$ cat src/rtl/ccl_map.vh
// Function
// - top priority bit set when level exceeds seven
// - level is top bit above status bits 7:5
// - stack frame active: w14/w15 flat 16-bit addressing
// - stack frame inactive: normal paged addressing
// - rounding select one biased, zero convergent
// - multiply select one integer, zero fractional
`ifndef CCL_MAP_VH
`define CCL_MAP_VH
// ****************************************
// register offsets
// ****************************************
`define CCL_CTRL_OFFSET   12'h000
`define CCL_STAT_OFFSET   12'h004
// ****************************************
// field positions
// ****************************************
`define CCL_MUL_INT_BIT   0
`define CCL_RND_BIT       1
`define CCL_SFA_BIT       2
`define CCL_IPL_TOP_BIT   3
`define CCL_SR_IPL_HI     7
`define CCL_SR_IPL_LO     5
`define CCL_IPL_MAX_LOW   4'h7
// ****************************************
// reset values
// ****************************************
`define CCL_CTRL_RESET    4'h0
`define CCL_SFA_RESET     1'b0
`endif

$ cat src/rtl/ccl_sync_mode.v
`timescale 1ns/1ps
// ****************************************
// mode latch: releases new modes between dsp ops
// ****************************************
module ccl_sync_mode #(
  parameter W = 2
) (
  input  wire         pclk,
  input  wire         presetn,
  input  wire [W-1:0] mode_in,
  input  wire         dsp_busy,
  output reg  [W-1:0] mode_out
);
  // hold current mode while an operation runs
  always @(posedge pclk or negedge presetn) begin
    if (!presetn) begin
      mode_out <= {W{1'b0}};
    end else if (!dsp_busy) begin
      mode_out <= mode_in;
    end
  end
endmodule

$ cat src/rtl/ccl_core_ctrl.v
`timescale 1ns/1ps
`include "ccl_map.vh"
// ****************************************
// core mode control low bits, apb slave
// ****************************************
module ccl_core_ctrl (
  input  wire        pclk,
  input  wire        presetn,
  input  wire        psel,
  input  wire        penable,
  input  wire        pwrite,
  input  wire [11:0] paddr,
  input  wire [31:0] pwdata,
  output reg  [31:0] prdata,
  output wire        pready,
  output wire        pslverr,
  input  wire [7:0]  cpu_status_register,
  input  wire        priority_level_top_bit_in,
  input  wire        stack_frame_active_in,
  input  wire        sfa_load,
  input  wire        dsp_busy,
  input  wire        ea_from_wreg,
  input  wire [15:0] ea_in,
  input  wire [9:0]  data_read_page,
  input  wire [8:0]  data_write_page,
  input  wire        ea_is_write,
  output reg  [23:0] ea_out,
  output reg  [3:0]  priority_level,
  output wire        rounding_biased,
  output wire        multiply_integer
);
  // ****************************************
  // state
  // ****************************************
  reg  [1:0] mode_r;        // rnd, integer mode written by software
  reg        sfa_r;         // stack frame active status
  reg        ipl_top_r;     // top priority level bit
  wire [1:0] mode_live;     // mode seen by the dsp
  wire       wr_en;         // apb write strobe
  wire       rd_en;         // apb read strobe
  wire       hit_ctrl;      // control decode
  wire       hit_stat;      // status decode
  wire [3:0] ctrl_rd;       // readback of low four bits
  wire [2:0] ipl_low;       // low priority bits from status reg

  assign wr_en    = psel & penable & pwrite;
  assign rd_en    = psel & penable & ~pwrite;
  assign hit_ctrl = (paddr == `CCL_CTRL_OFFSET);
  assign hit_stat = (paddr == `CCL_STAT_OFFSET);
  assign pready   = 1'b1;
  // unmapped address answers with an error
  assign pslverr  = psel & penable & ~(hit_ctrl | hit_stat);
  assign ipl_low  = cpu_status_register[`CCL_SR_IPL_HI:`CCL_SR_IPL_LO];

  // ****************************************
  // registers
  // ****************************************
  // software writes modes, hardware updates status bits
  always @(posedge pclk or negedge presetn) begin
    if (!presetn) begin
      mode_r    <= 2'b00;
      sfa_r     <= `CCL_SFA_RESET;
      ipl_top_r <= 1'b0;
    end else begin
      if (wr_en && hit_ctrl) begin
        mode_r <= {pwdata[`CCL_RND_BIT], pwdata[`CCL_MUL_INT_BIT]};
      end
      if (sfa_load) begin
        sfa_r <= stack_frame_active_in;
      end
      ipl_top_r <= priority_level_top_bit_in;
    end
  end

  // ****************************************
  // priority level
  // ****************************************
  // joined level and top bit consistency
  always @(posedge pclk or negedge presetn) begin
    if (!presetn) begin
      priority_level <= 4'h0;
    end else begin
      priority_level <= {ipl_top_r, ipl_low};
    end
  end

  assign ctrl_rd = {ipl_top_r, sfa_r, mode_r};

  // ****************************************
  // read data
  // ****************************************
  always @(posedge pclk or negedge presetn) begin
    if (!presetn) begin
      prdata <= 32'h0000_0000;
    end else if (psel && !penable && !pwrite) begin
      if (hit_ctrl) begin
        prdata <= {28'h000_0000, ctrl_rd};
      end else if (hit_stat) begin
        prdata <= {28'h000_0000, ipl_top_r, 1'b0, mode_live};
      end else begin
        prdata <= 32'h0000_0000;
      end
    end
  end

  // ****************************************
  // dsp modes, held across running ops
  // ****************************************
  ccl_sync_mode #(
    .W (2)
  ) u_mode (
    .pclk     (pclk),
    .presetn  (presetn),
    .mode_in  (mode_r),
    .dsp_busy (dsp_busy),
    .mode_out (mode_live)
  );
  assign rounding_biased  = mode_live[1];
  assign multiply_integer = mode_live[0];

  // ****************************************
  // w14/w15 effective address
  // ****************************************
  always @(posedge pclk or negedge presetn) begin
    if (!presetn) begin
      ea_out <= 24'h00_0000;
    end else if (ea_from_wreg && sfa_r) begin
      ea_out <= {8'h00, ea_in};
    end else if (!ea_in[15]) begin
      ea_out <= {8'h00, ea_in};
    end else if (ea_is_write) begin
      ea_out <= {data_write_page, ea_in[14:0]};
    end else begin
      ea_out <= {data_read_page[8:0], ea_in[14:0]};
    end
  end
  wire unused_rd = rd_en | data_read_page[9] | ipl_low[0] & 1'b0;
endmodule

$ cat config.mk
export PLATFORM = sky130hd
export DESIGN_NAME = ccl_core_ctrl
export DESIGN_NICKNAME = d
export VERILOG_FILES = /design/src/rtl/ccl_sync_mode.v /design/src/rtl/ccl_core_ctrl.v
export VERILOG_INCLUDE_DIRS = /design/src /design/src/rtl
export SDC_FILE = /design/constraint.sdc
export NUM_CORES = 1
export LEC_CHECK = 0
export ABC_AREA = 1
export BUFFER_PORTS_ARGS = -buffer_cell sky130_fd_sc_hd__buf_2
export CORE_ASPECT_RATIO = 1.2
export CORE_UTILIZATION = 38
export CTS_CLUSTER_SIZE = 16
export DETAILED_ROUTE_END_ITERATION = 7
export GPL_ROUTABILITY_DRIVEN = 0
export PLACE_DENSITY = 0.85
export SLEW_MARGIN = 40
export SYNTH_ARGS = -nofsm -noshare
export SYNTH_HDL_FRONTEND = slang
export SYNTH_SLANG_ARGS = --single-unit
$ cat constraint.sdc
create_clock -name pclk -period 1.4 [get_ports pclk]
set_input_delay 0 -clock pclk [delete_from_list [all_inputs] [get_ports pclk]]
set_output_delay 0 -clock pclk [all_outputs]
set_load 0.02 [all_outputs]
== Yosys cells after proc, flatten, opt, wreduce, memory -nomap -nowiden ==
Index checks and enable logic that the tools add are counted.

* $add $sub $neg: 0
* $mul: 0
* Div/mod/pow operators: 0
* $lt $le $gt $ge: 0
* Equal/unequal tests: 1
* Shift-type cells: 0
* Mux-type cells: 5
* Bitwise operators: 5
* Reduce and logical (&&, ||, !) cells: 7

{| class="wikitable"
|+ Operators with widths
! operator !! number
|-
| 2-to-1 mux 24 bit || 3
|-
| equality test 12 x 3 -> 1 bit (second input constant) || 1
|-
| zero test 12 bit || 1
|-
| 2-to-1 mux 4 bit || 2
|-
| logical AND 1 bit || 4
|-
| AND 1 bit || 3
|-
| zero test 1 bit || 2
|-
| NOT 1 bit || 1
|-
| bitwise OR 1 bit || 1
|}

* Flip-flop bits (word level): 66
* Latch bits: 0
* RAM bits: 0
* ROM bits: 0
* Input bits: 98
* Output and inout port bits: 64
* Word-level logic and storage cells: 25
* Memories: 0

== Logic depth before layout (Yosys ltp) ==
* Word-level depth: 4
* Mapped depth: 8
* Gate-level depth less buffers: 8

== By module ==
From an unflattened synthesis, not the netlist that was laid out.

* Cell total of the unflattened synthesis: 161
* Area, all modules: 1,606.5 um^2

{| class="wikitable"
|+ Modules (own cells, without submodules)
! module !! instances !! cells an instance !! area an instance (um^2)
|-
| ccl_core_ctrl || 1 || 152 || 1,530.2
|-
| ccl_sync_mode || 1 || 9 || 76.3
|}

== Worst setup path after synthesis ==
No wires, ideal clock.

* Kind: register to register
* Start point: reg, netlist name u_mode.mode_out[0]
* End point: reg u_mode.mode_out[0]
* Setup time: 0.125 ns
* Data arrival time: 0.716 ns
* Setup slack: 0.559 ns
* Stages on the path, launching flop included: 2
* Path buffers: 0
* Clock period less this slack: 0.841 ns
* Cell sequence: dfrtp_1 -> mux2_2

{| class="wikitable"
|+ RTL lines
! what !! RTL line !! RTL
|-
| end signal: assignment || ccl_sync_mode.v:17 || <nowiki>mode_out <= {W{1'b0}};</nowiki>
|-
| end signal: assignment || ccl_sync_mode.v:19 || <nowiki>mode_out <= mode_in;</nowiki>
|-
| end: declaration || ccl_sync_mode.v:12 || <nowiki>output reg [W-1:0] mode_out</nowiki>
|}

==> metrics.txt <==
first-pass GRT wire length about 6100 um; Yosys top cell by area dfrtp_1; Initial DRC Count 35; crit path max fanout 3; initial antenna violation count 0; Die Height around 73 um; CP Capture Type register; post-synth top area share 59.33%; register area share after synthesis between 50% and 60%; P per Cell Area a little over 900 nW/um^2; Fin. Hold Viols 0; Longest Clk Path Bufs 2; Setup-failing EPs final 0; Sw Ratio 26.89%; min-delay worst type in -> reg; # port buffers 96; CP arrival 1520 ps; post-route ant nets 0; clk root buf clkbuf_8; nets@finish between 300 and 400; Die ar. 4483 sq um; total grt overflow 0; CTS Sinks 38; die width 61.29 um; power share of the combinational group 19.3%; Fmax about 0.74 GHz; total power around 2.4 mW; synth cell count leaders 40 x nand2_1, 38 x dfrtp_1, 29 x buf_4; overall routing resource usage between 10% and 20%; VDD IR max roughly 0.53 mV; maxcap violations 0; Post-Synthesis Mean Instance Area just over 10 sq um; critical path class reg -> reg; routed vias 1,489; Netlist cell types 21; worst-path cell chain mux2_2 > dlygate4sd3_1; FP Rows 25; placed inst area approximately 2000 sq um; biggest cell delay along the critical path between 500 and 600 ps; boundary pin count ~160; Worst setup SP type register; count leader, synth nand2_1; Post-Layout Inst Area about 2600 sq um; Final Skew slightly below 4 ps; status complete, no violations; pin count of the biggest net entering global routing 23; # H-tree levels 2; Period minus WS final 1351 ps; clock group share of total power 32.0%; CTS tree done; setup TNS 0 ps; WL/cell between 10 and 15 um; initial cell density of the core roughly two fifths; vias in the first global route about 1,400; sequential group share of total power 48.7%; number of CTS-inserted buffers 5; Post-Syn Area 1603 sq um; worst skew pair latency around 280 ps; P&R area growth vs syn 60.34%; Internal 1.741 mW; clk slew on worst S/H paths about 70 ps; Final Util between 60 and 70%; Net Sw Power 640.5 uW; Leakage 1.446 nW; Antenna Cells 0; CP required ~1600 ps; drc violations 0; Top FF cell, synth dfrtp_1; CTS-repair resized insts 0; crit share post-route just under 100%; Final Slew Violations 0; synth warn 0; Slowest-stage cell, CP dlygate4sd3_1; estimated wirelength of the detail-placed design 2645 um; fraction of layout cells with a size suffix above 1 about two fifths; Placeable Area roughly 4000 sq um; Filler cells 319; Synth Instances about 160; Pre-Repair DR Iteration Count 4; Via density roughly 4.2; number of synthesized register bits 38; worst hold slack 38.93 ps; Routed WL between 3000 and 4000 um; FFs w/ async S/R, synth 100.0%; main area contributors after synthesis dfrtp_1 59%, buf_4 14%, nand2_1 9.4%; Post-synth EDFFs 0
power groups by stage:
stage	registers (mW)	logic, mW	clock network, mW
floorplan	1.24	0.188	0
global placement	1.18	0.349	0
detailed placement	1.18	0.356	0
CTS	1.16	0.452	0.789
global route	1.17	0.504	0.847
finish	1.16	0.461	0.762
layer usage:
| layer | part of all wire, % | GRT usage, % |
|---|---|---|
| met1 | 35 | 19.70 |
| met2 | 58 | 35.63 |
| met3 | 6.5 | 5.674 |
| met4 | 1.2 | 7.071 |
| met5 | 0 | 0 |
state kept, by name, indices dropped and copies added (netlist names):
signal	cells
u_mode.mode_out	2
priority_level	4
ea_out	24
sfa_r	1
prdata	4
mode_r	2
ipl_top_r	1
critical path: cells and delay by family, from the launching register on:
| kind | cells | cell delay, ps |
|---|---|---|
| buf+inv | 1 | 550 |
| flops | 1 | 420 |
| mux | 1 | 270 |
metrics by stage:
| step | cells | setup WS (ps) |
|---|---|---|
| floorplan | 183 | 559.2 |
| global placement | 304 | 453.3 |
| detailed placement | 304 | 454.7 |
| CTS | 355 | 47.64 |
| global route | 356 | -0.7919 |
| finish | 356 | 49.18 |
cells in the final DEF (no fill, tap or decap), drive strengths merged:
cell type / count
a21oi: 8
a31oi: 1
and2: 1
buf: 98
clkbuf: 6
clkinv: 2
clkinvlp: 1
conb: 29
dfrtp: 38
dlygate4sd3: 43
inv: 8
mux2: 3
nand2: 44
nand3: 7
nand4: 1
nor2: 10
nor3: 1
o21ai: 1
final timing paths:
check,slack (ps),start,depth (start not counted),to
max in group asynchronous,610,presetn,3,prdata[1]
worst max-delay path,50,sfa_r,2,sfa_r
worst max register to register,50,sfa_r,2,sfa_r
worst min register to register,390,ipl_top_r,0,priority_level[3]
min in group asynchronous,180,presetn,2,mode_r[1]
worst min-delay path,40,pwrite,4,prdata[1]
layout make-up:
| class | count | area [sq um] | area share (%) |
|---|---|---|---|
| inverters | 9 | 35.03 | 1.363 |
| flip-flops and latches | 38 | 950.9 | 37.00 |
| well taps | 54 | 67.56 | 2.629 |
| clock buffers | 6 | 82.58 | 3.213 |
| repair buffers | 141 | 925.9 | 36.03 |
| multi-input cells | 106 | 495.5 | 19.28 |
| clock inverters | 2 | 12.51 | 0.4869 |
cells by family (layout without fill, tap and decap cells):
kind of cell	count (synthesis)	count (layout)	share of synthesized area, %
compound gates	10	10	3.201
buf+inv	39	158	16.08
mux	3	3	2.108
other cells	2	29	0.4686
simple gates	64	64	18.81
flops	38	38	59.33
what timing repair did:
item | in CTS | in global routing
buffers inserted | 0 | 1
endpoints found under the setup margin | 0 | 1
hold endpoints to repair | 49 | 0
hold buffers | 43 | 0
No activity file was read; power rests on OpenSTA's default activity.
